--- config.mk ---
export PLATFORM = sky130hd
export DESIGN_NAME = can_mode_ctrl
export DESIGN_NICKNAME = d
export VERILOG_FILES = /design/src/can_mode_pkg.sv /design/src/can_mode_ctrl.sv
export SDC_FILE = /design/constraint.sdc
export NUM_CORES = 1
export LEC_CHECK = 0
export BUFFER_PORTS_ARGS = -buffer_cell sky130_fd_sc_hd__buf_4
export CORE_ASPECT_RATIO = 0.75
export CORE_MARGIN = 4
export CORE_UTILIZATION = 30
export DETAILED_ROUTE_END_ITERATION = 12
export SETUP_SLACK_MARGIN = 0.1
export SLEW_MARGIN = 20
export SYNTH_ARGS = -nofsm -noshare
export SYNTH_HDL_FRONTEND = slang
export SYNTH_SLANG_ARGS = --single-unit
export TNS_END_PERCENT = 5
--- constraint.sdc ---
create_clock -name clk -period 1.85 [get_ports clk]
set_input_delay 0.185 -clock clk [delete_from_list [all_inputs] [get_ports clk]]
set_output_delay 0.185 -clock clk [all_outputs]
set_load 0.03 [all_outputs]
--- src/can_mode_pkg.sv ---
/*
 * Constants for the CAN mode and FIFO control block: register offsets,
 * field positions, mode codes, reset values and timing counts.
 * Assumes a 50 MHz system clock and a 32-bit AXI4-Lite register bus.
 */
package can_mode_pkg;
    localparam logic [7:0] OFS_MODE_CTRL = 8'h00;
    localparam logic [7:0] OFS_NET_FILT = 8'h04;
    localparam logic [7:0] OFS_INT_CODE = 8'h08;
    localparam logic [7:0] OFS_FIFO_CTRL = 8'h0c;
    localparam logic [7:0] OFS_FIFO_STAT = 8'h10;
    localparam logic [7:0] OFS_TIMING2 = 8'h14;

    localparam int REQ_LSB = 8;
    localparam int MODE_LSB = 5;
    localparam int STOP_IDLE_BIT = 13;
    localparam int ABORT_BIT = 12;
    localparam int CAP_BIT = 3;
    localparam int WIN_BIT = 0;
    localparam int HIT_LSB = 8;
    localparam int BUFCNT_LSB = 13;
    localparam int WPTR_LSB = 8;
    localparam int WAKE_FILT_BIT = 14;

    localparam logic [2:0] MODE_NORMAL = 3'h0;
    localparam logic [2:0] MODE_DISABLE = 3'h1;
    localparam logic [2:0] MODE_LOOPBACK = 3'h2;
    localparam logic [2:0] MODE_LISTEN_ONLY = 3'h3;
    localparam logic [2:0] MODE_CONFIG = 3'h4;
    localparam logic [2:0] MODE_RSVD_A = 3'h5;
    localparam logic [2:0] MODE_RSVD_B = 3'h6;
    localparam logic [2:0] MODE_LISTEN_ALL = 3'h7;

    localparam logic [15:0] MODE_CTRL_RESET = 16'h0480;
    localparam logic [15:0] FIFO_CTRL_RESET = 16'h0000;
    localparam logic [15:0] TIMING2_RESET = 16'h0000;
    localparam logic [4:0] NET_FILT_MAX = 5'h11;
    localparam logic [4:0] HIT_MAX = 5'h0f;
    localparam logic [2:0] BUFCNT_RSVD = 3'h7;

    localparam int IDLE_BITS = 11;
    localparam int CLK_PERIOD_NS = 20;
    localparam int WAKE_FILT_NS = 1000;
    localparam int WAKE_FILT_CYC = (WAKE_FILT_NS + CLK_PERIOD_NS - 1) / CLK_PERIOD_NS;

    localparam logic [1:0] RESP_OKAY = 2'h0;
    localparam logic [1:0] RESP_SLVERR = 2'h2;
endpackage

--- src/can_mode_ctrl.sv ---
/*
 * CAN operating-mode control with its control and status registers,
 * reached over an AXI4-Lite slave.
 * Assumes a protocol engine on the same clock that supplies a bit tick,
 * transmit activity, receive events and the FIFO and filter status.
 */
// Implementation choices: the AXI4-Lite register port and the placing of the registers.
`timescale 1ns/100ps
`default_nettype none

module can_mode_ctrl (
    input wire logic clk,
    input wire logic arst_n,
    input wire logic clkEn,
    input wire logic [7:0] awaddr,
    input wire logic awvalid,
    output logic awready,
    input wire logic [31:0] wdata,
    input wire logic [3:0] wstrb,
    input wire logic wvalid,
    output logic wready,
    output logic [1:0] bresp,
    output logic bvalid,
    input wire logic bready,
    input wire logic [7:0] araddr,
    input wire logic arvalid,
    output logic arready,
    output logic [31:0] rdata,
    output logic [1:0] rresp,
    output logic rvalid,
    input wire logic rready,
    input wire logic busReceivePin,
    output logic busTransmitPin,
    output logic txPinOwned,
    output logic rxPinOwned,
    input wire logic bitTick,
    input wire logic engineTx,
    output logic engineRx,
    output logic engineEnable,
    output logic ackEnable,
    output logic errCountClear,
    output logic errCountEnable,
    output logic ignoreErrors,
    input wire logic txInProgress,
    input wire logic txPending,
    output logic txStartAllowed,
    output logic txAbortOne,
    output logic abortAllTransmit,
    input wire logic allAborted,
    input wire logic rxMessageDone,
    output logic captureEvent,
    input wire logic rxError,
    output logic copyPartialMessage,
    input wire logic chipIdle,
    input wire logic sleepMode,
    output logic wakeActivity,
    output logic mapWindowSelect,
    input wire logic [4:0] netFilterBitCount,
    input wire logic [4:0] matchedFilterNumber,
    input wire logic [6:0] interruptCauseCode,
    input wire logic [5:0] fifoWritePointer,
    input wire logic [5:0] fifoReadPointer,
    output logic [2:0] bufferCountSelect,
    output logic [4:0] fifoStartBuffer
);
    logic [2:0] modeRequest_r;
    logic [2:0] modeInEffect_r;
    logic stopInIdle_r;
    logic abortAll_r;
    logic captureEn_r;
    logic window_r;
    logic [15:0] fifoCtrl_r;
    logic wakeLowpass_r;
    logic rxMeta_r;
    logic rxSync_r;
    logic rxPrev_r;
    logic [3:0] recessiveCnt_r;
    logic [$clog2(can_mode_pkg::WAKE_FILT_CYC + 1)-1:0] dominantCnt_r;
    logic awHeld_r;
    logic wHeld_r;
    logic [7:0] wAddr_r;
    logic [31:0] wData_r;
    logic [3:0] wStrb_r;
    logic busIdle;
    logic modeAcceptable;
    logic modeValidReq;
    logic halted;
    logic isConfig;
    logic doWrite;
    logic wrMapped;
    logic [15:0] modeCtrlRead;
    logic [15:0] modeCtrlNew;
    logic [15:0] readWord;
    logic readMapped;
    logic rxLine;
    logic wakeSeen;

    function automatic logic [15:0] mergeLanes(input logic [15:0] old,
                                               input logic [31:0] data,
                                               input logic [3:0] strb);
        logic [15:0] res;
        res = old;
        if (strb[0]) begin
            res[7:0] = data[7:0];
        end
        if (strb[1]) begin
            res[15:8] = data[15:8];
        end
        return res;
    endfunction

    // The bus pin is asynchronous to clk, so it is synchronised first.
    always_ff @(posedge clk or negedge arst_n) begin
        if (!arst_n) begin
            rxMeta_r <= 1'b1;
            rxSync_r <= 1'b1;
            rxPrev_r <= 1'b1;
        end else if (clkEn) begin
            rxMeta_r <= busReceivePin;
            rxSync_r <= rxMeta_r;
            rxPrev_r <= rxSync_r;
        end
    end

    assign isConfig = (modeInEffect_r == can_mode_pkg::MODE_CONFIG);
    assign halted = stopInIdle_r && chipIdle;
    assign rxLine = (modeInEffect_r == can_mode_pkg::MODE_LOOPBACK) ? engineTx : rxSync_r;

    // Counting restarts on every mode change so that a freshly entered
    // transmit-capable mode again waits a full idle period.
    always_ff @(posedge clk or negedge arst_n) begin
        if (!arst_n) begin
            recessiveCnt_r <= 4'h0;
        end else if (clkEn) begin
            if (modeInEffect_r != modeRequest_r && modeAcceptable) begin
                recessiveCnt_r <= 4'h0;
            end else if (!rxLine) begin
                recessiveCnt_r <= 4'h0;
            end else if (bitTick && !busIdle) begin
                recessiveCnt_r <= recessiveCnt_r + 4'h1;
            end
        end
    end

    assign busIdle = (recessiveCnt_r >= 4'(can_mode_pkg::IDLE_BITS));
    assign modeValidReq = (modeRequest_r != can_mode_pkg::MODE_RSVD_A)
        && (modeRequest_r != can_mode_pkg::MODE_RSVD_B);

    // From an offline mode the change needs no idle bus.
    always_comb begin
        modeAcceptable = modeValidReq
            && (busIdle || isConfig
                || modeInEffect_r == can_mode_pkg::MODE_DISABLE);
        if (modeRequest_r == can_mode_pkg::MODE_CONFIG && txInProgress) begin
            modeAcceptable = 1'b0;
        end
    end

    always_ff @(posedge clk or negedge arst_n) begin
        if (!arst_n) begin
            modeInEffect_r <= can_mode_pkg::MODE_CONFIG;
        end else if (clkEn && modeAcceptable) begin
            modeInEffect_r <= modeRequest_r;
        end
    end

    always_comb begin
        engineEnable = 1'b0;
        ackEnable = 1'b0;
        errCountClear = 1'b0;
        errCountEnable = 1'b0;
        ignoreErrors = 1'b0;
        txPinOwned = 1'b0;
        rxPinOwned = 1'b0;
        unique case (modeInEffect_r)
            can_mode_pkg::MODE_NORMAL: begin
                engineEnable = 1'b1;
                ackEnable = 1'b1;
                errCountEnable = 1'b1;
                txPinOwned = 1'b1;
                rxPinOwned = 1'b1;
            end
            can_mode_pkg::MODE_LOOPBACK: begin
                engineEnable = 1'b1;
                ackEnable = 1'b1;
                errCountEnable = 1'b1;
            end
            can_mode_pkg::MODE_LISTEN_ONLY: begin
                engineEnable = 1'b1;
                rxPinOwned = 1'b1;
            end
            can_mode_pkg::MODE_LISTEN_ALL: begin
                engineEnable = 1'b1;
                ignoreErrors = 1'b1;
                rxPinOwned = 1'b1;
            end
            can_mode_pkg::MODE_CONFIG: begin
                errCountClear = 1'b1;
            end
            default: begin
                engineEnable = 1'b0;
            end
        endcase
        if (halted) begin
            engineEnable = 1'b0;
        end
    end

    assign busTransmitPin = txPinOwned ? engineTx : 1'b1;
    assign engineRx = rxLine;
    assign txStartAllowed = busIdle && engineEnable
        && (modeInEffect_r == can_mode_pkg::MODE_NORMAL
            || modeInEffect_r == can_mode_pkg::MODE_LOOPBACK);
    assign wakeSeen = (dominantCnt_r == ($bits(dominantCnt_r))'(can_mode_pkg::WAKE_FILT_CYC));

    // Dominant level must persist through the filter time before it wakes.
    always_ff @(posedge clk or negedge arst_n) begin
        if (!arst_n) begin
            dominantCnt_r <= '0;
        end else if (clkEn) begin
            if (rxSync_r || !(wakeLowpass_r && sleepMode)) begin
                dominantCnt_r <= '0;
            end else if (!wakeSeen) begin
                dominantCnt_r <= dominantCnt_r + 1'b1;
            end
        end
    end

    // Event outputs are registered to keep them glitch free; txAbortOne stays high as long as its conditions hold.
    always_ff @(posedge clk or negedge arst_n) begin
        if (!arst_n) begin
            wakeActivity <= 1'b0;
            txAbortOne <= 1'b0;
            captureEvent <= 1'b0;
            copyPartialMessage <= 1'b0;
        end else if (clkEn) begin
            wakeActivity <= (modeInEffect_r == can_mode_pkg::MODE_DISABLE)
                && ((wakeLowpass_r && sleepMode)
                    ? (dominantCnt_r == ($bits(dominantCnt_r))'(can_mode_pkg::WAKE_FILT_CYC - 1))
                    : (rxPrev_r && !rxSync_r));
            txAbortOne <= txPending && !busIdle && !txInProgress
                && modeRequest_r == can_mode_pkg::MODE_DISABLE
                && modeInEffect_r != can_mode_pkg::MODE_DISABLE;
            captureEvent <= captureEn_r && rxMessageDone && engineEnable;
            copyPartialMessage <= rxError && engineEnable
                && modeInEffect_r == can_mode_pkg::MODE_LISTEN_ALL;
        end
    end

    assign awready = !awHeld_r && !bvalid;
    assign wready = !wHeld_r && !bvalid;
    assign doWrite = awHeld_r && wHeld_r && !bvalid;
    assign arready = !rvalid;

    always_ff @(posedge clk or negedge arst_n) begin
        if (!arst_n) begin
            awHeld_r <= 1'b0;
            wHeld_r <= 1'b0;
            wAddr_r <= 8'h00;
            wData_r <= 32'h00000000;
            wStrb_r <= 4'h0;
            bvalid <= 1'b0;
            bresp <= can_mode_pkg::RESP_OKAY;
        end else if (clkEn) begin
            if (awvalid && awready) begin
                awHeld_r <= 1'b1;
                wAddr_r <= awaddr;
            end
            if (wvalid && wready) begin
                wHeld_r <= 1'b1;
                wData_r <= wdata;
                wStrb_r <= wstrb;
            end
            if (doWrite) begin
                awHeld_r <= 1'b0;
                wHeld_r <= 1'b0;
                bvalid <= 1'b1;
                bresp <= wrMapped ? can_mode_pkg::RESP_OKAY : can_mode_pkg::RESP_SLVERR;
            end else if (bvalid && bready) begin
                bvalid <= 1'b0;
            end
        end
    end

    always_comb begin
        unique case ({wAddr_r[7:2], 2'b00})
            can_mode_pkg::OFS_MODE_CTRL, can_mode_pkg::OFS_NET_FILT,
            can_mode_pkg::OFS_INT_CODE, can_mode_pkg::OFS_FIFO_CTRL,
            can_mode_pkg::OFS_FIFO_STAT, can_mode_pkg::OFS_TIMING2: wrMapped = 1'b1;
            default: wrMapped = 1'b0;
        endcase
    end

    assign modeCtrlRead = {2'b00, stopInIdle_r, abortAll_r, 1'b0, modeRequest_r,
                           modeInEffect_r, 1'b0, captureEn_r, 2'b00, window_r};
    assign modeCtrlNew = mergeLanes(modeCtrlRead, wData_r, wStrb_r);

    // The mode control word stays writable in every mode, since otherwise
    // software could never leave an operating mode again.
    always_ff @(posedge clk or negedge arst_n) begin
        if (!arst_n) begin
            modeRequest_r <= can_mode_pkg::MODE_CTRL_RESET[can_mode_pkg::REQ_LSB +: 3];
            stopInIdle_r <= can_mode_pkg::MODE_CTRL_RESET[can_mode_pkg::STOP_IDLE_BIT];
            captureEn_r <= can_mode_pkg::MODE_CTRL_RESET[can_mode_pkg::CAP_BIT];
            window_r <= can_mode_pkg::MODE_CTRL_RESET[can_mode_pkg::WIN_BIT];
        end else if (clkEn && doWrite && wAddr_r == can_mode_pkg::OFS_MODE_CTRL) begin
            modeRequest_r <= modeCtrlNew[can_mode_pkg::REQ_LSB +: 3];
            stopInIdle_r <= modeCtrlNew[can_mode_pkg::STOP_IDLE_BIT];
            captureEn_r <= modeCtrlNew[can_mode_pkg::CAP_BIT];
            window_r <= modeCtrlNew[can_mode_pkg::WIN_BIT];
        end
    end

    // A fresh abort request wins over completion in the same cycle.
    always_ff @(posedge clk or negedge arst_n) begin
        if (!arst_n) begin
            abortAll_r <= can_mode_pkg::MODE_CTRL_RESET[can_mode_pkg::ABORT_BIT];
        end else if (clkEn) begin
            if (doWrite && wAddr_r == can_mode_pkg::OFS_MODE_CTRL
                && wStrb_r[1] && wData_r[can_mode_pkg::ABORT_BIT]) begin
                abortAll_r <= 1'b1;
            end else if (allAborted) begin
                abortAll_r <= 1'b0;
            end
        end
    end

    always_ff @(posedge clk or negedge arst_n) begin
        if (!arst_n) begin
            fifoCtrl_r <= can_mode_pkg::FIFO_CTRL_RESET;
            wakeLowpass_r <= can_mode_pkg::TIMING2_RESET[can_mode_pkg::WAKE_FILT_BIT];
        end else if (clkEn && doWrite && isConfig) begin
            if (wAddr_r == can_mode_pkg::OFS_FIFO_CTRL) begin
                fifoCtrl_r <= mergeLanes(fifoCtrl_r, wData_r, wStrb_r) & 16'he01f;
            end
            if (wAddr_r == can_mode_pkg::OFS_TIMING2 && wStrb_r[1]) begin
                wakeLowpass_r <= wData_r[can_mode_pkg::WAKE_FILT_BIT];
            end
        end
    end

    assign abortAllTransmit = abortAll_r;
    assign mapWindowSelect = window_r;
    assign bufferCountSelect = fifoCtrl_r[can_mode_pkg::BUFCNT_LSB +: 3];
    assign fifoStartBuffer = fifoCtrl_r[4:0];

    always_comb begin
        readMapped = 1'b1;
        unique case ({araddr[7:2], 2'b00})
            can_mode_pkg::OFS_MODE_CTRL: readWord = modeCtrlRead;
            can_mode_pkg::OFS_NET_FILT: readWord = {11'h000, netFilterBitCount};
            can_mode_pkg::OFS_INT_CODE: readWord = {3'h0, matchedFilterNumber, 1'b0,
                                                    interruptCauseCode};
            can_mode_pkg::OFS_FIFO_CTRL: readWord = fifoCtrl_r;
            can_mode_pkg::OFS_FIFO_STAT: readWord = {2'b00, fifoWritePointer, 2'b00,
                                                     fifoReadPointer};
            can_mode_pkg::OFS_TIMING2: readWord = {1'b0, wakeLowpass_r, 14'h0000};
            default: begin
                readWord = 16'h0000;
                readMapped = 1'b0;
            end
        endcase
    end

    always_ff @(posedge clk or negedge arst_n) begin
        if (!arst_n) begin
            rvalid <= 1'b0;
            rdata <= 32'h00000000;
            rresp <= can_mode_pkg::RESP_OKAY;
        end else if (clkEn) begin
            if (arvalid && arready) begin
                rvalid <= 1'b1;
                rdata <= {16'h0000, readWord};
                rresp <= readMapped ? can_mode_pkg::RESP_OKAY : can_mode_pkg::RESP_SLVERR;
            end else if (rvalid && rready) begin
                rvalid <= 1'b0;
            end
        end
    end
endmodule

`default_nettype wire

==> summary.md, run 1 <==
| Metric | Value |
|---|---|
| Crit path to | modeRequest_r[1]$_DFFE_PN0P_ |
| Crit share post-route | 100.7% |
| Post-DRT Antenna Nets | 0 |
| Reg2reg end | modeRequest_r[1]$_DFFE_PN0P_ |
| VDD IR-drop max | ~0.00068 V |
| Clock transition at path regs | 60 ps |
| Fin nets | a little under 600 |
| Sequential area share after synthesis | roughly half |
| Min-Delay Path Depth | 2 |
| FFs w/ async S/R, synth | between 90% and 100% |
| Internal power | about 3900 µW |
| Critical path launch point type | flop |
| Area grow syn2layout | 40.74% |
| Comb power frac | around 27% |
| Final hold vios | 0 |
| Top_reg_cell synth | dfrtp_1 |
| Post-layout util | a little over two fifths |
| Initial Utilization | 30.57% |
| Power, Total | 5690 µW |
| Pre-antenna DRT Iters | 6 |
| Worst setup EP type | flop |
| Hpwl dp | between 8000 and 9000 µm |
| First-pass GRT wire length | ~17000 µm |
| Syn Std Cell Area | roughly 4000 µm² |
| Violated checks | negative setup slack |
| Setup TNS | -26.03 ps |
| Core area | about 13000 µm² |
| Max Cap Viol | 0 |
| FMAX | 536.6 MHz |
| Power density over the cells | slightly above 1000 nW/µm² |
| Synth top area cells | dfrtp_1 47%, mux2_2 13%, buf_4 4.2% |
| Initial antenna violation count | 0 |
| Grt total ovfl | 0 |
| Synth cell types | 50 |
| Cell count after synthesis | 345 |
| NetSw | ~1800 µW |
| Via count | roughly 3200 |
| WL final | around 11000 µm |
| Placement Rows | 36 |
| Crit path DAT | about 2100 ps |
| H-tree depth | 3 |
| Biggest area consumer among synthesized cells | dfrtp_1 |
| Worst-Skew Late Latency | between 300 and 400 ps |
| Worst min path class | input pin to flop |
| RSZ-0062 raised after global routing | yes |
| GP Congestion | slightly above 0.8 |
| Via density per instance | ~4.8 |
| Setup CP Type | flop to flop |
| CTS tree | yes |
| Critical R2R Launch | wAddr_r[5]$_DFFE_PN0P_ |
| Post-synth EDFFs | 0 |
| Yosys warns | 0 |
| Tmin final | around 1900 ps |
| Setup WS post-layout | -13.70 ps |
| Die Wd | approximately 140 µm |
| Clock root buffer master | clkbuf_16 |
| # IOs | between 150 and 200 |
| FF-to-FF path depth | 6 |
| Final setup viols | 2 |
| Number of global-route vias before repair | around 3300 |
| Worst reg2reg setup slack | -10 ps |
| GR Util All Layers | between 10% and 20% |
| Sequential Power Share | about two fifths |
| Yosys top cell area share | a little under half |
| Largest net degree at the start of global routing | 32 |
| Final max-slew violation count | 0 |
| Share of layout cells above drive strength 1 | 47.18% |
| Synthesis-stage register bit count | 80 |
| Cts bufs inserted | 9 |
| Clock Skew | a little over 8 ps |
| Leak pwr | 0.002622 µW |
| # DRC | 0 |
| # diodes | 0 |
| Maximum clock path buffer count | 2 |
| Critical Path Start | wAddr_r[5]$_DFFE_PN0P_ |
| Die Area | approximately 15000 µm² |
| Sw Share | a little under a third |
| WP data required | slightly above 2000 ps |
| Initial DRC count | 139 |
| Status | finished with violations |
| Avg Inst Size Synth | 11.46 µm² |
| Die height | 107.4 µm |
| Port bufs | approximately 120 |
| Routed WL per cell | 16.30 µm |
| CTS sink cnt | 80 |
| Crit-path max FO | 5 |
| Clk network pwr share | between 30% and 40% |
| Post-CTS Setup Inserts | 0 |
-- power by group through the flow --
stage | clock [µW] | sequential, µW | combinational [µW]
CTS | 1820 | 2390 | 1540
floorplan | 0 | 2450 | 843
global placement | 0 | 2400 | 1480
global route | 1900 | 2440 | 1650
detailed placement | 0 | 2420 | 1510
finish | 1770 | 2390 | 1530
-- metal layers --
| layer | track usage [%] | wire length [µm] | vias up |
|---|---|---|---|
| met5 | 0 | 0 | - |
| met4 | 3.527 | 107 | 0 |
| met3 | 4.263 | 800 | 10 |
| met1 | 18.91 | 4808 | 1587 |
| met2 | 23.02 | 5154 | 114 |
| li1 | - | - | 1522 |
-- through the flow --
step,setup WS (ps),area (µm²),instances,hold WS [ps]
after floorplan,-35.41,4023,362,-110.6
after global placement,-29.54,5185,650,143.0
after detailed placement,-70.21,5185,650,146.8
after CTS,-45.98,5543,667,43.25
after global routing,-88.20,5563,667,48.33
final,-13.70,5563,667,54.08
-- critical path: stages, from the launching register on --
cell and delay [ps]:
dfrtp_1 380, or3_4 410, nor4_4 180, nand2_2 120, nor4_4 130, buf_4 190
mux2_2 340
-- state kept, by name (all words and copies together), names as in the netlist, 2 cells and up --
name	count
rdata	16
wAddr_r	8
modeInEffect_r	3
recessiveCnt_r	4
wStrb_r	2
dominantCnt_r	6
fifoCtrl_r	8
modeRequest_r	3
wData_r	12
-- synth_stat cells (6+ instances only) --
master / n
nand2_1: 36
nor3_1: 6
buf_4: 22
mux2_2: 45
a21oi_1: 6
nand3b_1: 6
nor2_1: 13
clkbuf_1: 6
inv_1: 9
o21ai_0: 23
a222oi_1: 6
nand3_1: 7
dfrtp_1: 75
-- layout make-up --
cell class	count	area [µm²]
fillers	1249	7365
flip-flops and latches	80	2009
multi-input cells	240	1837
repair buffers	151	1169
clock buffers	11	242.7
well taps	171	214.0
clock inverters	5	57.56
inverters	9	33.78
-- worst min path at each step --
stage,start,end,slack (ps)
after floorplan,arst_n,abortAllTransmit$_DFFE_PN0P_,-110
after global placement,arst_n,rdata[10]$_DFFE_PN0P_,140
after detailed placement,arst_n,rdata[10]$_DFFE_PN0P_,150
after CTS,txInProgress,txAbortOne$_DFFE_PN0P_,40
after global routing,txInProgress,txAbortOne$_DFFE_PN0P_,50
final,txInProgress,txAbortOne$_DFFE_PN0P_,50
-- logic make-up after synthesis --
family | Yosys count | synth area share, %
DFF | 80 | 50.81
adders and majority gates | 4 | 1.266
xor gates and xnor gates | 6 | 1.330
and+or+nand+nor | 98 | 15.07
buffers and inverters | 42 | 6.204
muxes | 49 | 13.83
other | 1 | 0.09488
AOI/OAI and AO/OA | 65 | 11.40
-- layout by cell type (no fill, tap or decap), types with 3 or more instances in the layout --
| master | synthesis | layout |
|---|---|---|
| a21oi_1 | 6 | 6 |
| a221oi_1 | 4 | 4 |
| a222oi_1 | 6 | 6 |
| a22o_1 | 3 | 3 |
| a22oi_1 | 4 | 4 |
| and3_1 | 5 | 5 |
| buf_4 | 22 | 146 |
| clkbuf_16 | 0 | 9 |
| clkinvlp_4 | 0 | 3 |
| conb_1 | 1 | 18 |
| dfrtp_1 | 75 | 74 |
| dfstp_2 | 5 | 5 |
| ha_1 | 4 | 4 |
| inv_1 | 9 | 9 |
| mux2_2 | 45 | 40 |
| mux2_4 | 0 | 5 |
| mux2i_1 | 4 | 4 |
| nand2_1 | 36 | 36 |
| nand2b_1 | 3 | 3 |
| nand3_1 | 7 | 7 |
| nand3b_1 | 6 | 6 |
| nor2_1 | 13 | 12 |
| nor3_1 | 6 | 5 |
| nor4_4 | 3 | 3 |
| o21a_1 | 3 | 3 |
| o21ai_0 | 23 | 22 |
| o2bb2ai_1 | 5 | 5 |
| xor2_1 | 4 | 4 |
-- what timing repair did --
action	4_1_cts	5_1_grt
hold buffers	1	0
pin swaps	7	2
endpoints found under the setup margin	23	25
gates resized for setup	12	4
hold endpoints to repair	25	0
Power figures use the tool's default switching activity.
==> run 2, diff against run 1 <==
Settings changed: CORE_UTILIZATION 30 to 44, PLACE_DENSITY_LB_ADDON set to 0.12.
==> summary.md, run 2 (synthesis gave the netlist of run 1 again) <==
| Metric | Value |
|---|---|
| Fillers | 727 (-42%) |
| Worst min path class | input pin to flop |
| Final setup viols | 0 (-2) |
| Biggest register | rdata |
| Maximum clock path buffer count | 2 (unchanged) |
| Pre-antenna DRT Iters | 4 (-2) |
| Final hold vios | 0 (unchanged) |
| Die Area | 10580 µm² (-30%) |
| # diodes | 0 (unchanged) |
| First-pass GRT wire length | 17020 µm (+0.45%) |
| Critical Path Start | modeInEffect_r[2]$_DFFE_PN1P_ |
| Fin area | 5504 µm² (-1.1%) |
| Setup WS post-layout | 17.36 ps (+31.06 ps) |
| Placement Rows | 29 (-19%) |
| Status | completed |
| Tmin final | 1833 ps (-31.06 ps) |
| Comb power frac | 26.3% (-0.6 points) |
| WL final | 10200 µm (-6.2%) |
| Grt total ovfl | 0 (unchanged) |
| Hpwl dp | 7790 µm (-8.9%) |
| Sw Share | 30.19% (-0.58 points) |
| Leak pwr | 0.002625 µW (+0.11%) |
| Share of layout cells above drive strength 1 | 47.26% (+0.084 points) |
| Number of global-route vias before repair | 3264 (+0.061%) |
| Clock Skew | 4.206 ps (-3.925 ps) |
| Initial Utilization | 45.96% (+15 points) |
| # DRC | 0 (unchanged) |
| Clock transition at path regs | 60 ps (about the same) |
| H-tree depth | 3 (unchanged) |
| Max Cap Viol | 0 (unchanged) |
| Sequential Power Share | 41.1% (-0.9 points) |
| Via density per instance | 5.379 (+11%) |
| CTS tree | yes |
| Die Wd | 117.4 µm (-16%) |
| Setup CP Type | flop to flop |
| Power, Total | 5817 µW (+2.2%) |
| FMAX | 545.7 MHz (+1.7%) |
| Area grow syn2layout | 39.25% |
| Routed WL per cell | 16.97 µm (+4.1%) |
| Port bufs | 121 (unchanged) |
| Via count | 3233 (unchanged) |
| CTS sink cnt | 80 (unchanged) |
| Crit path DAT | 2050 ps (-30 ps) |
| Power density over the cells | 1057 nW/µm² (+3.3%) |
| Die height | 90.08 µm (-16%) |
| Internal power | 4060 µW (+3.1%) |
| Post-DRT Antenna Nets | 0 (unchanged) |
| Initial DRC count | 169 (+22%) |
| Final max-slew violation count | 0 (unchanged) |
| VDD IR-drop max | 0.0008062 V (+19%) |
| Max FFs per register | 16 (unchanged) |
| Crit-path max FO | 7 (+2) |
| Worst slack, placed | -74.91 ps (-4.692 ps) |
| Critical R2R Launch | modeInEffect_r[2]$_DFFE_PN1P_ |
| Most common cell after layout, fill and taps aside | buf_4 |
| Fin nets | 591 (-0.51%) |
| # IOs | 164 (unchanged) |
| Commonest non-fill, non-tap cells in the layout | 141 x buf_4, 74 x dfrtp_1, 38 x mux2_2 |
| Cts bufs inserted | 9 (unchanged) |
| Cell Area, Placed | 5084 µm² (-2.0%) |
| Critical path launch point type | flop |
| Largest net degree at the start of global routing | 51 (+59%) |
| HP Start | txInProgress |
| Biggest regs | rdata x16, wData_r x12 |
| NetSw | 1756 µW (+0.29%) |
| GR Util All Layers | 19.78% (+5.5 points) |
| WP data required | 2070 ps (about the same) |
| Worst-Skew Late Latency | 330 ps (about the same) |
| Clk network pwr share | 32.6% (+1.5 points) |
| Clock root buffer master | clkbuf_16 |
| Core area | 8600 µm² (-33%) |
| Initial antenna violation count | 0 (unchanged) |
| Worst setup EP type | flop |
| Crit share post-route | 99.06% (-1.7 points) |
| Post-layout util | 64.00% (+21 points) |
| RSZ-0062 raised after global routing | yes |
| GP Congestion | 0.8069 (-1.9%) |
-- run 2: cell types whose count changed in the layout (fill, tap and decap cells not counted), moves of 2 or more --
cell / delta
o21ai_1: +2
buf_6: +2
mux2_2: -2
buf_4: -5
mux2_4: +2
-- run 2: routing by layer --
metal | routed length [µm] | part of all wire [%] | global-route usage [%] | up-vias
li1 | - | - | - | 1503
met1 | 4731 | 46 | 27.38 | 1608
met2 | 4719 | 46 | 30.58 | 105
met3 | 578 | 5.7 | 5.144 | 17
met4 | 167 | 1.6 | 6.152 | 0
met5 | 0 | 0 | 0 | -
-- run 2: power by group through the flow --
stage | clock (µW) | combinational (µW) | sequential (µW)
after detailed placement | 0 | 1490 | 2410
after global routing | 2020 | 1650 | 2440
after CTS | 1950 | 1530 | 2390
after global placement | 0 | 1470 | 2390
after floorplan | 0 | 843 | 2450
final | 1900 | 1530 | 2390
-- run 2: metrics by stage --
step | setup TNS, ps | std cells | hold WS [ps]
2_1_floorplan | -35.41 | 362 | -110.6
3_3_place_gp | -26.66 | 584 | 150.0
3_5_place_dp | -437.5 | 584 | 152.4
6_report | 0 | 601 | 56.15
4_1_cts | -34.39 | 601 | 48.96
5_1_grt | -546.0 | 601 | 68.98
-- run 2: cell type report --
cell class	instances	area [µm²]	share of cell area [%]
tap	108	135.1	2.455
multi-input combinational	240	1851	33.62
clock inverter	6	92.59	1.682
sequential	80	2009	36.51
inverter	9	33.78	0.6138
clock buffer	10	229.0	4.160
timing repair buffer	148	1154	20.96
-- run 2: final timing paths --
check	slack, ps	end	cells after the start
max	20	recessiveCnt_r[0]$_DFFE_PN0P_	6
min	60	txAbortOne$_DFFE_PN0P_	2
max reg2reg	20	recessiveCnt_r[0]$_DFFE_PN0P_	6
min reg2reg	480	rdata[3]$_DFFE_PN0P_	2
max in group asynchronous	860	modeInEffect_r[2]$_DFFE_PN1P_	3
min in group asynchronous	330	recessiveCnt_r[3]$_DFFE_PN0P_	2
-- run 2: worst max-delay path, stage by stage (launching register included) --
cell,delay (ps)
dfstp_2,550
buf_6,140
xnor2_1,80
o21a_1,210
o31ai_4,340
o21ai_1,130
mux2_2,270
-- run 2: repair_timing --
action	in CTS	in global routing
endpoints found under the setup margin	23	25
gates resized for setup	18	5
endpoints found under the hold margin	27	0
hold buffers	1	0
pin swaps	3	3
setup buffers	0	0
==> run 3, diff against run 2 <==
Settings changed: ABC_AREA set to 1, PLACE_DENSITY set to 0.76, PLACE_DENSITY_LB_ADDON 0.12 to not set.
==> summary.md, run 3 <==
| Metric | Value |
|---|---|
| Comb power frac | 23.7% (-2.6 points) |
| CTS tree | yes |
| Commonest non-fill, non-tap cells in the layout | 181 x nand2_1, 127 x buf_4, 73 x dfrtp_1 |
| Crit share post-route | 92.16% (-6.9 points) |
| Max Cap Viol | 0 (unchanged) |
| Sequential area share after synthesis | 47.57% (-3.2 points) |
| Die Wd | 121.1 µm (+3.1%) |
| Leak pwr | 0.002891 µW (+10%) |
| Worst-Skew Late Latency | 340 ps (about the same) |
| Pre-antenna DRT Iters | 5 (+1) |
| Worst min path class | input pin to flop |
| Initial DRC count | 251 (+49%) |
| RSZ-0062 raised after global routing | yes |
| Port bufs | 121 (unchanged) |
| Setup WS post-layout | 145.0 ps (+127.6 ps) |
| Internal power | 3594 µW (-11%) |
| GR Util All Layers | 20.20% (+0.42 points) |
| Yosys top cell area share | 44.46% (-3.0 points) |
| Die Area | 11240 µm² (+6.3%) |
| Yosys warns | 0 (unchanged) |
| WL final | 10890 µm (+6.8%) |
| Routed WL per cell | 13.91 µm (-18%) |
| Setup TNS | 0 ps (unchanged) |
| Synth cell types | 37 (-26%) |
| Die height | 92.83 µm (+3.1%) |
| Number of global-route vias before repair | 3694 (+13%) |
| Most common cell after layout, fill and taps aside | nand2_1 |
| Critical path launch point type | flop |
| Top_reg_cell synth | dfrtp_1 |
| Maximum clock path buffer count | 2 (unchanged) |
| Finished Layout Cells | 783 (+30%) |
| Hpwl dp | 8338 µm (+7.0%) |
| Most frequent cell after synthesis | nand2_1 |
| Cells after DPL | 761 (+30%) |
| Hold_ws | 46.17 ps (-9.973 ps) |
| Placement Rows | 30 (+3.4%) |
| Largest family of logic cells by synthesized area | simple AND/OR/NAND/NOR gates |
| # IOs | 164 (unchanged) |
| WP data required | 1660 ps (-410 ps) |
| VDD IR-drop max | 0.0005837 V (-28%) |
| Tmin final | 1705 ps (-127.6 ps) |
| Worst path slowest cell | dfrtp_2 |
| Biggest register | rdata |
| Status | completed |
| Post-synthesis mux area share | 0% (-14 points) |
| H-tree depth | 3 (unchanged) |
| Cell count after synthesis | 523 (+52%) |
| Clk network pwr share | 33.4% (+0.8 points) |
| Simple-Gate Fraction of Synth Area | 29.85% (+15 points) |
| Worst setup EP type | output pin |
| Fin nets | 753 (+27%) |
| Via density per instance | 4.875 (-9.4%) |
| Core area | 9196 µm² (+6.9%) |
| Grt total ovfl | 0 (unchanged) |
| Post-synth EDFFs | 0 (unchanged) |
| GP Congestion | 0.8233 (+2.0%) |
| Largest net degree at the start of global routing | 47 (-7.8%) |
| # diodes | 0 (unchanged) |
| Power density over the cells | 966.7 nW/µm² (-8.5%) |
| Sw Share | 32.88% (+2.7 points) |
| Via count | 3817 (+18%) |
| Syn Std Cell Area | 4222 µm² (+6.8%) |
| Max stage delay on crit path | 430 ps (-120 ps) |
| CP cell instances | nor2_4, inv_2, nor2_4, inv_1, or2_1, buf_6 |
| Synth Area in Compound Gates | 9.306% (-2.1 points) |
| Avg Inst Size Synth | 8.072 µm² (-30%) |
| FF-to-FF path depth | 9 (+3) |
| FFs w/ async S/R, synth | 100.0% (unchanged) |
| Sequential Power Share | 42.8% (+1.7 points) |
| Worst slack, placed | 219.7 ps (+294.6 ps) |
| Biggest regs | rdata x16, wData_r x12 |
| Share of layout cells above drive strength 1 | 29.16% (-18 points) |
| CTS sink cnt | 80 (unchanged) |
| Min-Delay Path Depth | 3 (+1) |
| Initial Utilization | 45.90% (-0.058 points) |
| Initial antenna violation count | 0 (unchanged) |
| Biggest area consumer among synthesized cells | dfrtp_1 |
| Post-DRT Antenna Nets | 0 (unchanged) |
| # DRC | 0 (unchanged) |
| Synth top area cells | dfrtp_1 44%, nand2_1 16%, inv_1 4.8% |
| Area share of fa/ha/maj cells after synthesis | 1.186% (-0.081 points) |
| Final setup viols | 0 (unchanged) |
| Clock Skew | 10.77 ps (+6.561 ps) |
| First-pass GRT wire length | 17960 µm (+5.5%) |
| Crit-path max FO | 4 (-3) |
| Setup CP Type | flop to output pin |
| FMAX | 586.5 MHz (+7.5%) |
| Clock root buffer master | clkbuf_16 |
| Crit path DAT | 1520 ps (-530 ps) |
| Post-synthesis xor/xnor area fraction | 1.245% (-0.085 points) |
| Final max-slew violation count | 0 (unchanged) |
| Area grow syn2layout | 31.21% |
| Final hold vios | 0 (unchanged) |
| NetSw | 1761 µW (+0.24%) |
| Synthesis-stage register bit count | 80 (unchanged) |
| CP most frequent cell | nor2_4 |
| Max FFs per register | 16 (unchanged) |
| Cts bufs inserted | 9 (unchanged) |
| Top cells by count, synth | 181 x nand2_1, 75 x dfrtp_1, 54 x inv_1 |
| Clock transition at path regs | 60 ps (about the same) |
run 3: worst paths after layout:
kind                                                from                             to  slack (ps)
max                        modeInEffect_r[0]$_DFFE_PN0P_                 busTransmitPin         140
min                                             wstrb[0]         wStrb_r[0]$_DFFE_PN0P_          50
max reg2reg                modeInEffect_r[1]$_DFFE_PN0P_  recessiveCnt_r[0]$_DFFE_PN0P_         290
min reg2reg                         rxMeta_r$_DFFE_PN1P_           rxMeta_r$_DFFE_PN1P_         470
max in group asynchronous                         arst_n         wData_r[9]$_DFFE_PN0P_         900
min in group asynchronous                         arst_n       captureEvent$_DFFE_PN0P_         340
run 3: logic make-up (layout without fill, tap and decap cells):
| logic type | count (synthesis) | count (layout) |
|---|---|---|
| compound gates | 70 | 70 |
| xor+xnor | 6 | 6 |
| fa+ha+maj | 4 | 4 |
| buf+inv | 93 | 208 |
| flops | 80 | 80 |
| other cells | 1 | 18 |
| simple gates | 269 | 269 |
run 3: metrics by stage:
step                      cell area (µm²)  utilization (%)  power (µW)
after global placement               5170            56.22        3540
after floorplan                      4288                -        3132
after CTS                            5495            59.76        5417
final                                5539            60.23        5355
after detailed placement             5170            56.22        3594
after global routing                 5539            60.23        5696
run 3: repair_timing:
| action | CTS | global route |
|---|---|---|
| hold endpoints to repair | 29 | 0 |
| hold buffers | 1 | 0 |
| gates resized for setup | 3 | 5 |
| buffers inserted | 1 | 4 |
| pin swaps | 1 | 2 |
| endpoints found under the setup margin | 4 | 5 |
run 3: critical path, delay by kind of cell, from the launching register on:
family	cells	cell delay, ps
buf+inv	3	260
simple gates	3	500
flops	1	430
run 3: final cells by class:
| type | count | area [µm²] |
|---|---|---|
| tap | 128 | 160.2 |
| clock inverter | 7 | 77.57 |
| inverter | 62 | 232.7 |
| sequential | 80 | 2011 |
| multi-input combinational | 367 | 1838 |
| fill | 830 | 3657 |
| clock buffer | 9 | 225.2 |
| timing repair buffer | 130 | 994.7 |
run 3: layer usage:
layer  share of wire [%]  vias to the layer above  GRT usage [%]
met5                   0                        -              0
met4                 1.1                        0          4.906
met3                 8.0                       10          6.777
met2                  46                      148          30.61
met1                  45                     1766          27.91
li1                    -                     1893              -
run 3: power groups by stage:
stage / clock [µW] / sequential, µW / combinational (µW)
after floorplan: 0 / 2360 / 772
after CTS: 1840 / 2300 / 1280
final: 1790 / 2290 / 1270
after global placement: 0 / 2310 / 1230
after detailed placement: 0 / 2320 / 1270
after global routing: 1940 / 2330 / 1420
